`src/shared/ccis_pkg.sv`:
```
// shared constants, types and state encoding for the capacitor code serial slave
package ccis_pkg;

    // ********************************
    // code and byte layout
    // ********************************
    localparam int CODE_W       = 9;
    localparam int BYTE_W       = 8;
    localparam int NIB_W        = 4;
    localparam int ADDR_W       = 7;
    localparam int BITCNT_W     = 4;
    localparam logic [BITCNT_W-1:0] BITS_PER_BYTE = 4'h8;

    // high command byte fields
    localparam int HI_TARGET_BIT = 7;   // memory_target_select
    localparam int HI_NIB_MSB    = 6;
    localparam int HI_NIB_LSB    = 5;
    localparam int HI_SETRET_BIT = 4;
    localparam int HI_VMSB_BIT   = 0;
    localparam logic [3:0] CMD_SET_RETAINED = 4'h9;

    // retained nibble addresses
    localparam logic [1:0] NIB_CODE_MSB = 2'h2;
    localparam logic [1:0] NIB_CODE_HI  = 2'h1;
    localparam logic [1:0] NIB_CODE_LO  = 2'h0;

    // reset values
    localparam logic [CODE_W-1:0] WORK_RESET = 9'h000;

    // ********************************
    // types
    // ********************************
    typedef enum logic [2:0] {
        CCIS_IDLE,
        CCIS_ADDR,
        CCIS_ACK_ADDR,
        CCIS_CMD_HI,
        CCIS_ACK_HI,
        CCIS_CMD_LO,
        CCIS_ACK_LO,
        CCIS_IGNORE
    } ccis_state_t;

    typedef struct packed {
        logic [BYTE_W-1:0] hi;
        logic [BYTE_W-1:0] lo;
    } ccis_cmd_t;

    typedef struct packed {
        logic              active;
        logic [1:0]        nib;
        logic [NIB_W-1:0]  data;
    } ccis_prog_t;

endpackage : ccis_pkg

```
`src/hdl/ccis_slave.sv`:
```
// two-wire serial slave that decodes capacitor code commands and nibble programming
//
// Notes on behaviour
// - device is only a target; it never starts a transfer.
// - data sampled on clock rise; start is data falling while clock high.
// - device pulls data low during the ninth clock after each accepted byte.
// - first byte holds seven-bit select address and direction bit, zero means write.
// - high byte bit 7 picks retained store write or working register write.
// - volatile write: high bit 0 is code bit 8, low byte code 7..0.
// - volatile write enters volatile mode until power loss or set-retained command.
// - retained write: bits 6..5 nibble address, bit 4 zero, bits 3..0 ignored.
// - nibble 2 holds code bit 8, nibble 1 bits 7..4, nibble 0 bits 3..0.
// - retained write keeps the mode and is accepted in either mode.
// - nibbles are independent; unwritten nibbles keep their value.
// - internal programming ends only at the stop that follows the command.
// - stored code reaches retained control register only on read or power-up.
// - high upper nibble 0x9 selects retained mode, working register untouched.
// - power-up starts in retained mode, working register cleared.
`timescale 1ns/10ps
module ccis_slave
    import ccis_pkg::*;
#(
    parameter logic [ADDR_W-1:0] DEV_ADDR   = 7'h2A,  // arbitrary select address
    parameter logic [CODE_W-1:0] STORE_INIT = 9'h000  // retained contents at power-up
)
(
    // clock, reset, enable
    input  wire logic              clk_sys,
    input  wire logic              nrst,
    input  wire logic              ce,
    // serial pins
    input  wire logic              scl_in,
    input  wire logic              sda_in,
    output logic                   sda_out,
    output logic                   sda_oe,
    // capacitor and status
    output logic [CODE_W-1:0]      capacitor_code,
    output logic                   retained_mode,
    output logic [CODE_W-1:0]      working_code_register,
    output logic [CODE_W-1:0]      retained_code_store,
    output logic                   prog_active,
    output logic [1:0]             last_nibble
);

    // the nibble map and address compare are written for these exact widths
    if (ADDR_W != 7 || CODE_W != 9)
    begin : g_width_chk
        $error("select address must be seven bits and the code nine bits");
    end

    // ********************************
    // pin synchronisers
    // ********************************
    logic scl_s1, scl_s2, scl_s3;
    logic sda_s1, sda_s2, sda_s3;

    always_ff @(posedge clk_sys)
    begin
        if (!nrst)
        begin
            {scl_s1, scl_s2, scl_s3} <= 3'h7;
            {sda_s1, sda_s2, sda_s3} <= 3'h7;
        end
        else if (ce)
        begin
            {scl_s1, scl_s2, scl_s3} <= {scl_in, scl_s1, scl_s2};
            {sda_s1, sda_s2, sda_s3} <= {sda_in, sda_s1, sda_s2};
        end
    end

    logic scl_rise, scl_fall, bus_start, bus_stop;
    assign scl_rise  = scl_s2 & ~scl_s3;
    assign scl_fall  = ~scl_s2 & scl_s3;
    assign bus_start = scl_s2 & scl_s3 & sda_s3 & ~sda_s2;
    assign bus_stop  = scl_s2 & scl_s3 & ~sda_s3 & sda_s2;

    // ********************************
    // protocol state
    // ********************************
    ccis_state_t         state, next_state;
    logic [BITCNT_W-1:0] bitcnt, next_bitcnt;
    logic [BYTE_W-1:0]   shreg, next_shreg;
    ccis_cmd_t           cmd, next_cmd;
    ccis_prog_t          prog, next_prog;
    logic [CODE_W-1:0]   ctrl, next_ctrl;
    logic [CODE_W-1:0]   next_work, next_store;
    logic [CODE_W-1:0]   next_cap;
    logic [1:0]          next_last;
    logic                next_oe, next_ret;
    logic                byte_done;

    assign byte_done = (bitcnt == BITS_PER_BYTE);

    always_comb
    begin
        next_state = state;
        next_bitcnt = bitcnt;
        next_shreg = shreg;
        next_cmd = cmd;
        next_prog = prog;
        next_ctrl = ctrl;
        next_work = working_code_register;
        next_store = retained_code_store;
        next_last = last_nibble;
        next_oe = sda_oe;
        next_ret = retained_mode;
        if (bus_start)
        begin
            // repeated start restarts decoding but not a pending program
            next_state = CCIS_ADDR;
            next_bitcnt = '0;
            next_oe = 1'b0;
        end
        else if (bus_stop)
        begin
            next_state = CCIS_IDLE;
            next_oe = 1'b0;
            if (prog.active)
            begin
                next_prog.active = 1'b0;
                next_last = prog.nib;
                case (prog.nib)
                    NIB_CODE_MSB: next_store[8] = prog.data[0];
                    NIB_CODE_HI:  next_store[7:4] = prog.data;
                    default:      next_store[3:0] = prog.data;
                endcase
            end
        end
        else
        begin
            case (state)
                CCIS_ADDR, CCIS_CMD_HI, CCIS_CMD_LO:
                begin
                    if (scl_rise && !byte_done)
                    begin
                        next_shreg = {shreg[BYTE_W-2:0], sda_s2};
                        next_bitcnt = bitcnt + 4'h1;
                    end
                    else if (scl_fall && byte_done)
                    begin
                        next_oe = 1'b1;
                        if (state == CCIS_ADDR)
                        begin
                            if (shreg[BYTE_W-1:1] == DEV_ADDR)
                                next_state = CCIS_ACK_ADDR;
                            else
                            begin
                                next_oe = 1'b0;
                                next_state = CCIS_IGNORE;
                            end
                        end
                        else if (state == CCIS_CMD_HI)
                        begin
                            next_cmd.hi = shreg;
                            next_state = CCIS_ACK_HI;
                        end
                        else
                        begin
                            next_cmd.lo = shreg;
                            next_state = CCIS_ACK_LO;
                        end
                    end
                end
                CCIS_ACK_ADDR, CCIS_ACK_HI, CCIS_ACK_LO:
                begin
                    if (scl_fall)
                    begin
                        next_oe = 1'b0;
                        next_bitcnt = '0;
                        next_state = CCIS_CMD_LO;
                        if (state == CCIS_ACK_ADDR)
                        begin
                            if (shreg[0])
                            begin
                                // read: latch store; reply bytes are not served
                                next_ctrl = retained_code_store;
                                next_state = CCIS_IGNORE;
                            end
                            else
                                next_state = CCIS_CMD_HI;
                        end
                        else if (state == CCIS_ACK_LO)
                        begin
                            // filler bytes go unanswered so they cannot re-run the command
                            next_state = CCIS_IGNORE;
                            if (!cmd.hi[HI_TARGET_BIT])
                            begin
                                next_work = {cmd.hi[HI_VMSB_BIT], cmd.lo};
                                next_ret = 1'b0;
                            end
                            else if (cmd.hi[7:4] == CMD_SET_RETAINED)
                                next_ret = 1'b1;
                            else if (!cmd.hi[HI_SETRET_BIT] &&
                                     cmd.hi[HI_NIB_MSB:HI_NIB_LSB] != 2'h3)
                            begin
                                next_prog.active = 1'b1;
                                next_prog.nib = cmd.hi[HI_NIB_MSB:HI_NIB_LSB];
                                next_prog.data = cmd.lo[NIB_W-1:0];
                            end
                        end
                    end
                end
                default:
                    next_oe = 1'b0;
            endcase
        end
        next_cap = next_ret ? next_ctrl : next_work;
    end

    always_ff @(posedge clk_sys)
    begin
        if (!nrst)
        begin
            state <= CCIS_IDLE;
            bitcnt <= '0;
            shreg <= '0;
            cmd <= '0;
            prog <= '0;
            ctrl <= STORE_INIT;
            working_code_register <= WORK_RESET;
            retained_code_store <= STORE_INIT;
            last_nibble <= NIB_CODE_LO;
            sda_oe <= 1'b0;
            sda_out <= 1'b0;
            retained_mode <= 1'b1;
            capacitor_code <= STORE_INIT;
        end
        else if (ce)
        begin
            state <= next_state;
            bitcnt <= next_bitcnt;
            shreg <= next_shreg;
            cmd <= next_cmd;
            prog <= next_prog;
            ctrl <= next_ctrl;
            working_code_register <= next_work;
            retained_code_store <= next_store;
            last_nibble <= next_last;
            sda_oe <= next_oe;
            sda_out <= 1'b0;
            retained_mode <= next_ret;
            capacitor_code <= next_cap;
        end
    end

    assign prog_active = prog.active;

    // ********************************
    // checks
    // ********************************
    logic quiet, lo_done;
    assign quiet = ce && !bus_start && !bus_stop;
    assign lo_done = quiet && scl_fall && state == CCIS_ACK_LO;

    only_ack_drive_a: assert property (@(posedge clk_sys) disable iff (!nrst)
        sda_oe |-> state inside {CCIS_ACK_ADDR, CCIS_ACK_HI, CCIS_ACK_LO})
        else $error("data driven outside an ack slot");
    ack_held_a: assert property (@(posedge clk_sys) disable iff (!nrst)
        quiet && scl_fall && byte_done && state inside {CCIS_CMD_HI, CCIS_CMD_LO}
        |=> sda_oe && !scl_s2)
        else $error("command byte not acknowledged");
    addr_miss_a: assert property (@(posedge clk_sys) disable iff (!nrst)
        quiet && scl_fall && byte_done && state == CCIS_ADDR && shreg[7:1] != DEV_ADDR
        |=> !sda_oe && state == CCIS_IGNORE)
        else $error("foreign address acknowledged");
    vol_write_a: assert property (@(posedge clk_sys) disable iff (!nrst)
        lo_done && !cmd.hi[7]
        |=> working_code_register == {$past(cmd.hi[0]), $past(cmd.lo)} && !retained_mode)
        else $error("volatile write not applied");
    set_ret_a: assert property (@(posedge clk_sys) disable iff (!nrst)
        lo_done && cmd.hi[7:4] == CMD_SET_RETAINED
        |=> retained_mode && $stable(working_code_register))
        else $error("set retained mode failed");
    nv_keep_mode_a: assert property (@(posedge clk_sys) disable iff (!nrst)
        lo_done && cmd.hi[7] && !cmd.hi[4] && cmd.hi[6:5] != 2'h3
        |=> $stable(retained_mode) && prog_active)
        else $error("retained write mishandled");
    prog_end_a: assert property (@(posedge clk_sys) disable iff (!nrst)
        ce && bus_stop && prog_active |=> !prog_active ##0 last_nibble == $past(prog.nib))
        else $error("programming not ended at stop");
    store_hold_a: assert property (@(posedge clk_sys) disable iff (!nrst)
        ce && !(bus_stop && prog_active) |=> $stable(retained_code_store))
        else $error("retained store changed outside stop");
    read_copy_a: assert property (@(posedge clk_sys) disable iff (!nrst)
        quiet && scl_fall && state == CCIS_ACK_ADDR && shreg[0]
        |=> ctrl == $past(retained_code_store))
        else $error("read did not load control register");
    cap_select_a: assert property (@(posedge clk_sys) disable iff (!nrst)
        ce ##1 1'b1 |-> capacitor_code == (retained_mode ? ctrl : working_code_register))
        else $error("capacitor code from wrong source");

endmodule : ccis_slave

```
`config.mk`:
```
export PLATFORM = sky130hd
export DESIGN_NAME = ccis_slave
export DESIGN_NICKNAME = d
export VERILOG_FILES = /design/src/shared/ccis_pkg.sv /design/src/hdl/ccis_slave.sv
export SDC_FILE = /design/constraint.sdc
export NUM_CORES = 1
export LEC_CHECK = 0
export BUFFER_PORTS_ARGS = -buffer_cell sky130_fd_sc_hd__buf_2
export CAP_MARGIN = 20
export CORE_MARGIN = 2
export CORE_UTILIZATION = 55
export CTS_BUF_LIST = sky130_fd_sc_hd__clkbuf_4 sky130_fd_sc_hd__clkbuf_8 sky130_fd_sc_hd__clkbuf_16
export DETAILED_ROUTE_END_ITERATION = 8
export PLACE_DENSITY = 0.87
export SETUP_SLACK_MARGIN = 0.5
export SKIP_LAST_GASP = 1
export SLEW_MARGIN = 30
export SYNTH_ARGS = -nofsm -noshare
export SYNTH_HDL_FRONTEND = slang
export SYNTH_SLANG_ARGS = --single-unit
```
`constraint.sdc`:
```
create_clock -name clk_sys -period 4.7 [get_ports clk_sys]
set_input_delay 0.47 -clock clk_sys [delete_from_list [all_inputs] [get_ports clk_sys]]
set_output_delay 0.47 -clock clk_sys [all_outputs]
set_load 0.05 [all_outputs]
```
* Word-level counts from Yosys, hierarchy flattened *
Cells that the tools add are included.

operators by class
  add/sub/neg operators = 1
  $mul = 0
  div/mod/pow operators = 0
  magnitude comparators = 0
  eq/ne operators = 20
  shift-type cells = 0
  multiplexer cells = 55
  bitwise gates (word level) = 19
  reductions and logical operators = 27

operators with widths
  operator               count
  $mux W9                14
  $mux W7                7
  $reduce_and A5 Y1      6
  $mux W3                9
  $mux W1                16
  $mux W4                4
  $reduce_and A8 Y1      2
  $ne A4 B4 Y1 const B   3
  $not A1 Y1             12
  $reduce_and A10 Y1     1
  $reduce_bool A2 Y1     5
  $eq A3 B3 Y1 const B   3
  $reduce_and A9 Y1      1
  $eq A4 B4 Y1 const B   2
  $ne A2 B2 Y1 const B   4
  $pmux W4 S2            1
  $reduce_and A4 Y1      2
  $and A1 B1 Y1          7
  $eq A7 B6 Y1 const B   1
  $eq A3 B2 Y1 const B   2
  $ne A3 B3 Y1 const B   2
  $pmux W3 S2            1
  $reduce_or A3 Y1       2
  $add A4 B1 Y4 const B  1
  other kinds (10)       14

storage, ports and cells
  bits in registers = 84
  latch bits = 0
  bits in writable memories = 0
  bits in read-only memories = 0
  bits of input ports = 5
  output and inout bits = 33
  word-level logic and storage cells = 145
  memories = 0

* Logic depth before layout (Yosys ltp) *
Gate-level depths: netlist of the first run.

  depth after elaboration = 10
  depth in mapped cells = 8

* Worst setup path after synthesis of the first run *
Ideal clock, no wire load.

  kind = reg2reg
  start point = reg scl_s2
  end point = reg prog[0] (netlist bit)
  arrival time = 1.654 ns
  data required time = 4.572 ns
  setup slack = 2.919 ns
  cell stages (with the launch flop) = 7
  period minus slack after synthesis = 1.781 ns
  cells stage by stage = dfxtp_1 -> buf_6 -> and4bb_1 -> nand2_2 -> a2111oi_4 -> mux2i_1 -> nor2_1

on the way
  cells in the longest elaborated chain, start to end = 5
  elaborated cells between the ends (all ways) = 10
  classes of those cells = 9 x bitwise; 1 x reduce/logical

ends and longest elaborated chain
  item                                           line                                RTL
  start: declaration                             ccis_slave.sv:54                    logic scl_s1, scl_s2, scl_s3;
  start signal: assignment                       ccis_slave.sv:66                    {scl_s1, scl_s2, scl_s3} <= {scl_in, scl_s1, scl_s2};
  $and A1 B1 Y1                                  ccis_slave.sv:74, ccis_slave.sv:75
  $and A1 B1 Y1 (on tied branches) (2 in a row)  ccis_slave.sv:75, ccis_slave.sv:74
  $not A1 Y1 (no source line)                    n/a
  $reduce_and A10 Y1 (no source line) (*)        n/a
  end signal: assignment                         ccis_slave.sv:234                   prog <= next_prog;
  end: declaration                               ccis_slave.sv:84                    ccis_prog_t prog, next_prog;

Every way passes the cells marked *; elsewhere a longest branch is shown, timed or not.
A chain may end at the register's enable or synchronous reset.

* Worst setup path after layout of the first run *
  start point = reg scl_s2
  end point = reg capacitor_code[2]

on the way
  cells in the longest elaborated chain, start to end = 7
  elaborated cells between the ends (all ways) = 20
  classes of those cells = 13 x mux; 7 x bitwise

ends and longest elaborated chain
  item                                line               RTL
  $not A1 Y1                          ccis_slave.sv:73   assign scl_fall = ~scl_s2 & scl_s3;
  $and A1 B1 Y1                       ccis_slave.sv:73
  $mux W9 or $mux W1 (tied branches)  ccis_slave.sv:166  if (scl_fall)
  $mux W9 or $mux W1 (tied branches)  ccis_slave.sv:131  case (state)
  $mux W9 or $mux W1 (tied branches)  ccis_slave.sv:114  else if (bus_stop)
  $mux W9 or $mux W1 (tied branches)  ccis_slave.sv:107  if (bus_start)
  $mux W9 (*)                         ccis_slave.sv:207  next_cap = next_ret ? next_ctrl : next_work;
  end signal: assignment              ccis_slave.sv:242  capacitor_code <= next_cap;
  end: declaration                    ccis_slave.sv:37   output logic [CODE_W-1:0] capacitor_code,

Marked as above.

==> results.py, run 1 <==
metrics = {
    "outcome": {
        "status": "completed",
    },
    "synth": {
        "yosys.area.top_type": "dfxtp_1",
        "ys_types": 55,
        "syn_nets": 387,
        "syn_area_sq_um": 3590,
        "synthFlopType": "dfxtp_1",
        "syn-instance-count": 378,
        "async_reset_ff_share_pct": 0,
        "yosysSeqAreaShare_pct": 45.2,
        "ys_ff_latch": 81,
        "syn_area_per_cell_sq_um": 9.49,
        "ys_warn_count": 0,
        "synth_top_area_share_pct": 45.2,
        "synth_edf_count": 0,
        "synthTopCellsByArea": "dfxtp_1, mux2i_1, nor2_1",
    },
    "worst_setup_path": {
        "timing.reg2reg.worst_path_depth": 5,
        "arrival_ns": 2.78,
        "critical_path_required_ns": 5.00,
        "cp-end-kind": "flip-flop",
        "cp-start-kind": "flip-flop",
        "crit_type": "reg2reg",
        "cp_max_fo": 10,
    },
    "clocking": {
        "cts_resized": 0,
        "ctsHoldBuffers": 0,
        "clockRootBuffer": "clkbuf_8",
        "htreeDepth": 3,
        "cts.clk_slew.worst_paths_ns": 0.08,
        "cts_buffers": 9,
        "cts_setup_buffers": 0,
        "clock_latency_ns": 0.36,
        "tritoncts": "built",
        "cts.sinks": 81,
        "clock_path_buffers": 2,
    },
    "floorplanning": {
        "dieArea_sq_um": 7180,
        "fp.dieW_microns": 84.8,
        "die_h_microns": 84.8,
        "io_pins": 38,
        "start_util_pct": 56.8,
        "coreArea_sq_um": 6310,
        "rows": 29,
    },
    "routing": {
        "post_drt_wl_per_cell_microns": 16.2,
        "route.detailed.drc": 0,
        "vias_per_cell": 5.83,
        "vias": 2817,
        "drtAntennaViolNets": 0,
        "totalWireLength_mm": 7.83,
        "drt_iter0_markers": 193,
        "drtPass1Iterations": 4,
    },
    "cells_and_area": {
        "layout_common_cells": "dfxtp_1, mux2i_1, nor2_1",
        "regArea_sq_um": 1620,
        "multi_input_area_sq_um": 1830,
        "final_net_count": 410,
        "area_growth_pct": 9.66,
        "antenna_cells": 0,
        "drive_above_1_share_pct": 14.3,
        "final_common_cell": "dfxtp_1",
        "layoutNonFillerInstCount": 483,
        "num-fill-cells": 528,
        "design_area_sq_um": 3930,
        "finish.utilization_pct": 62.3,
    },
    "global_routing": {
        "overflow": 0,
        "grt_pass1_vias": 2578,
        "grt_pass1_wl_mm": 12.8,
        "grt_usage_pct": 22.4,
        "antenna_found_initial": 0,
        "grt_max_degree": 65,
    },
    "timing": {
        "relSlewSlack_pct": 55.7,
        "drv_slew": 0,
        "tns_ns": 0,
        "period_share_pct": 52.6,
        "fmax_mhz": 405,
        "final-hold-violation-count": 0,
        "fin_skew_ns": 0.00893,
        "fin_crit_ns": 2.47,
        "report.final.setup_viol": 0,
        "worst_pin_slew_ns": 0.663,
        "rsz0062_at_grt": "no",
    },
    "placed_design": {
        "hpwl_mm": 5.25,
        "gp_congestion": 0.936,
        "dpl_cell_area_sq_um": 3760,
        "port_buffers": 36,
        "dp.cells": 467,
    },
    "power": {
        "ir_drop_uv": 219,
        "power_mw": 1.33,
        "p_leak_nw": 1.78,
        "p_per_area_nw_per_um2": 339,
    },
    "flow_run": {
        "maxCapViolations": 0,
    },
    "worst_hold_path": {
        "hp-class": "in2reg",
        "min_path_cells": 3,
    },
}
routing by layer:
metal | vias up | track usage, % | share of wire, %
met4 | 0 | 8.80 | 1.7
met2 | 71 | 35.2 | 48
li1 | 1392 | - | -
met3 | 13 | 5.11 | 4.1
met5 | - | 0 | 0
met1 | 1341 | 30.1 | 46
cell families (layout without fill, tap and decap cells):
group	after synthesis	in the layout	share of synthesized area (%)
and+or+nand+nor	130	130	17.8
DFF	81	81	45.2
AOI/OAI and AO/OA	66	66	13.6
muxes	64	64	17.9
buffers and inverters	31	59	3.84
adders and majority gates	4	4	1.40
other	1	1	0.105
xor gates and xnor gates	1	1	0.244
critical path, stage by stage (launching register included):
cell      delay [ns]
dfxtp_1         0.50
and4bb_1        0.32
nand3b_1        0.50
and2_1          0.63
mux2i_1         0.32
a22o_1          0.15
path summary, 6_finish.rpt:
| check | from | to | slack [ns] |
|---|---|---|---|
| worst max-delay path | scl_s2 | capacitor_code[2] | 2.23 |
| worst min-delay path | scl_in | scl_s1 | 0.34 |
| worst max register to register | scl_s2 | capacitor_code[2] | 2.23 |
| worst min register to register | retained_code_store[2] | retained_code_store[2] | 0.48 |
Yosys cell counts, drive strengths merged, types with 2 or more instances:
| library cell | count |
|---|---|
| a21oi | 14 |
| nand2 | 27 |
| nand3b | 3 |
| and3 | 2 |
| buf | 10 |
| a311oi | 2 |
| nor4 | 3 |
| dfxtp | 81 |
| a21boi | 2 |
| a211oi | 18 |
| ha | 4 |
| a22o | 9 |
| nor2b | 11 |
| nor2 | 56 |
| mux2i | 64 |
| o21ai | 9 |
| nand2b | 3 |
| nand3 | 13 |
| clkbuf | 14 |
| inv | 6 |
report_power, final:
part	total, mW	switching (mW)	leakage, nW	internal, mW
combinational	0.150	0.103	1.03	0.0465
clock	0.458	0.248	0.0925	0.210
sequential	0.726	0.0206	0.658	0.705
total	1.33	0.372	1.78	0.962
state kept, by name, indices dropped and copies added (netlist names), 2 cells and up:
signal	flops
capacitor_code	9
ctrl	9
state	3
bitcnt	4
last_nibble	2
retained_code_store	9
prog	6
working_code_register	9
shreg	8
cmd	13
cell type report:
class | instances | area share [%]
repair buffers | 36 | 4.64
inverters | 7 | 0.732
well taps | 77 | 2.45
flip-flops and latches | 81 | 41.2
multi-input cells | 266 | 46.5
clock inverters | 5 | 0.795
clock buffers | 11 | 3.69
metrics by stage:
stage / worst slack (ns) / hold slack (ns)
after floorplan: 2.92 / 0.441
after detailed placement: 2.28 / 0.464
after global placement: 2.10 / 0.450
after global routing: 2.10 / 0.353
final: 2.23 / 0.335
after CTS: 2.26 / 0.327
(Power assumes the default switching activity.)
==> run 2: changes to the inputs <==
- CORE_UTILIZATION: 55 -> 52
- clock period: 4.7 -> 2.2 ns (I/O delays scaled with it)
==> results.py, run 2 (same netlist as run 1, synthesis figures left out) <==
metrics = {
    "outcome": {
        "status": "completed",
    },
    "worst_setup_path": {
        "rrSetupSlack_ns": 0.39,
        "timing.reg2reg.worst_path_depth": 6,
        "critical_path_required_ns": 2.49,
        "cp-startpoint": "shreg[5]",
        "arrival_ns": 2.10,
        "r2r-start": "shreg[5]",
        "cp-end-kind": "flip-flop",
        "cp-start-kind": "flip-flop",
        "r2r_end": "sda_oe",
        "crit_type": "reg2reg",
        "cp_max_fo": 2,
    },
    "timing": {
        "tns_ns": 0,
        "fin_ws_ns": 0.390,
        "relSlewSlack_pct": 53.5,
        "fin_crit_ns": 1.81,
        "final-hold-violation-count": 0,
        "period_share_pct": 82.3,
        "fmax_mhz": 552,
        "report.final.setup_viol": 0,
        "drv_slew": 0,
        "rsz0062_at_grt": "yes",
        "worst_pin_slew_ns": 0.695,
        "fin_skew_ns": 0.00952,
    },
    "clocking": {
        "cts.clk_slew.worst_paths_ns": 0.08,
        "htreeDepth": 3,
        "cts.sinks": 81,
        "cts_buffers": 9,
        "tritoncts": "built",
        "clockRootBuffer": "clkbuf_8",
        "clock_latency_ns": 0.36,
        "clock_path_buffers": 2,
    },
    "floorplanning": {
        "dieArea_sq_um": 7580,
        "coreArea_sq_um": 6720,
        "fp.dieW_microns": 87.1,
        "io_pins": 38,
        "rows": 30,
        "start_util_pct": 53.4,
        "die_h_microns": 87.1,
    },
    "placed_design": {
        "hpwl_mm": 5.50,
        "dpl_cell_area_sq_um": 3820,
        "place_worst_setup_slack_ns": 0.278,
        "gp_congestion": 0.915,
        "port_buffers": 36,
    },
    "cells_and_area": {
        "largest_reg_flops": 13,
        "layout_common_cells": "dfxtp_1, nor2_1, mux2i_1",
        "final_net_count": 428,
        "antenna_cells": 0,
        "final_common_cell": "dfxtp_1",
        "regMostFlops": "cmd",
        "drive_above_1_share_pct": 26.2,
        "design_area_sq_um": 4300,
        "area_growth_pct": 20.0,
    },
    "power": {
        "p_per_area_nw_per_um2": 754,
        "seqPwrFrac_pct": 48.0,
        "intPower_mw": 2.39,
        "pwr-share-comb_pct": 10.7,
        "switchingPower_uw": 857,
        "p_sw_share_pct": 26.4,
        "ir_drop_uv": 327,
        "p_leak_nw": 1.84,
        "p_clk_share_pct": 41.3,
    },
    "global_routing": {
        "grt_max_degree": 53,
        "grt_pass1_vias": 2728,
        "grt_pass1_wl_mm": 13.6,
        "antenna_found_initial": 0,
        "overflow": 0,
        "grt_usage_pct": 22.9,
    },
    "routing": {
        "post_drt_wl_per_cell_microns": 17.1,
        "vias_per_cell": 5.94,
        "drtAntennaViolNets": 0,
        "vias": 2992,
        "totalWireLength_mm": 8.60,
        "route.detailed.drc": 0,
        "drtPass1Iterations": 5,
        "drt_iter0_markers": 247,
    },
    "worst_hold_path": {
        "hp-class": "in2reg",
        "min_path_cells": 3,
        "whs_endpoint": "scl_s1",
        "min_from": "scl_in",
    },
    "flow_run": {
        "maxCapViolations": 0,
    },
}
[run 2: changes by cell type in the layout (fill, tap and decap cells not counted), moves of 3 or more]
| cell | before | now |
|---|---|---|
| buf_4 | 1 | 11 |
| buf_6 | 0 | 6 |
| bufinv_16 | 0 | 3 |
| clkinv_2 | 3 | 0 |
| dfxtp_1 | 81 | 69 |
| dfxtp_2 | 0 | 8 |
| dfxtp_4 | 0 | 4 |
| mux2i_1 | 64 | 53 |
| mux2i_2 | 0 | 8 |
| mux2i_4 | 0 | 3 |
[run 2: power groups by stage]
| stage | Combinational [mW] | Sequential, mW | Clock, mW |
|---|---|---|---|
| floorplan | 0.218 | 1.62 | 0 |
| global placement | 0.309 | 1.58 | 0 |
| detailed placement | 0.317 | 1.58 | 0 |
| CTS | 0.327 | 1.55 | 1.35 |
| global route | 0.374 | 1.56 | 1.42 |
| finish | 0.348 | 1.56 | 1.34 |
[run 2: cell type report]
type                       count  area [sq um]
clock buffer                   9           124
clock inverter                 7           125
fill                         481          2420
inverter                       7          26.3
multi-input combinational    266          1950
sequential                    81          1650
tap                           80           100
timing repair buffer          54           334
[run 2: timing repair]
action | CTS | global route
hold buffers | 0 | 0
gates resized for setup | 30 | 22
setup buffers | 9 | 1
hold endpoints to repair | 0 | 0
pin swaps | 9 | 3
endpoints found under the setup margin | 54 | 43
[run 2: how the worst max path moves through the flow]
stage                                    to  cells past startpoint
after floorplan                     prog[0]                      6
after global placement    capacitor_code[4]                      6
after detailed placement             cmd[1]                      5
after CTS                            sda_oe                      6
after global routing                 sda_oe                      6
final                                sda_oe                      6
[run 2: per-layer routing]
layer  GRT usage (%)  wire length, microns
met2            35.2                  4190
met5               0                     0
met4            10.8                   105
met3            4.93                   497
met1            30.7                  3810
[run 2: metrics by stage]
step / cells / hold slack (ns) / utilization [%] / power [mW]
after global routing: 504 / 0.102 / 64.0 / 3.36
after CTS: 503 / 0.0777 / 62.7 / 3.22
after global placement: 478 / 0.435 / 56.8 / 1.89
final: 504 / 0.0829 / 64.0 / 3.24
after floorplan: 378 / 0.348 / - / 1.84
after detailed placement: 478 / 0.445 / 56.8 / 1.90
[run 2: worst max-delay path: stages (launching register included)]
cell and delay, ns:
dfxtp_4 0.35, nand4bb_1 0.18, nor4b_2 0.33, buf_4 0.18, nor3b_1 0.07, or4b_1 0.49
a21oi_1 0.13
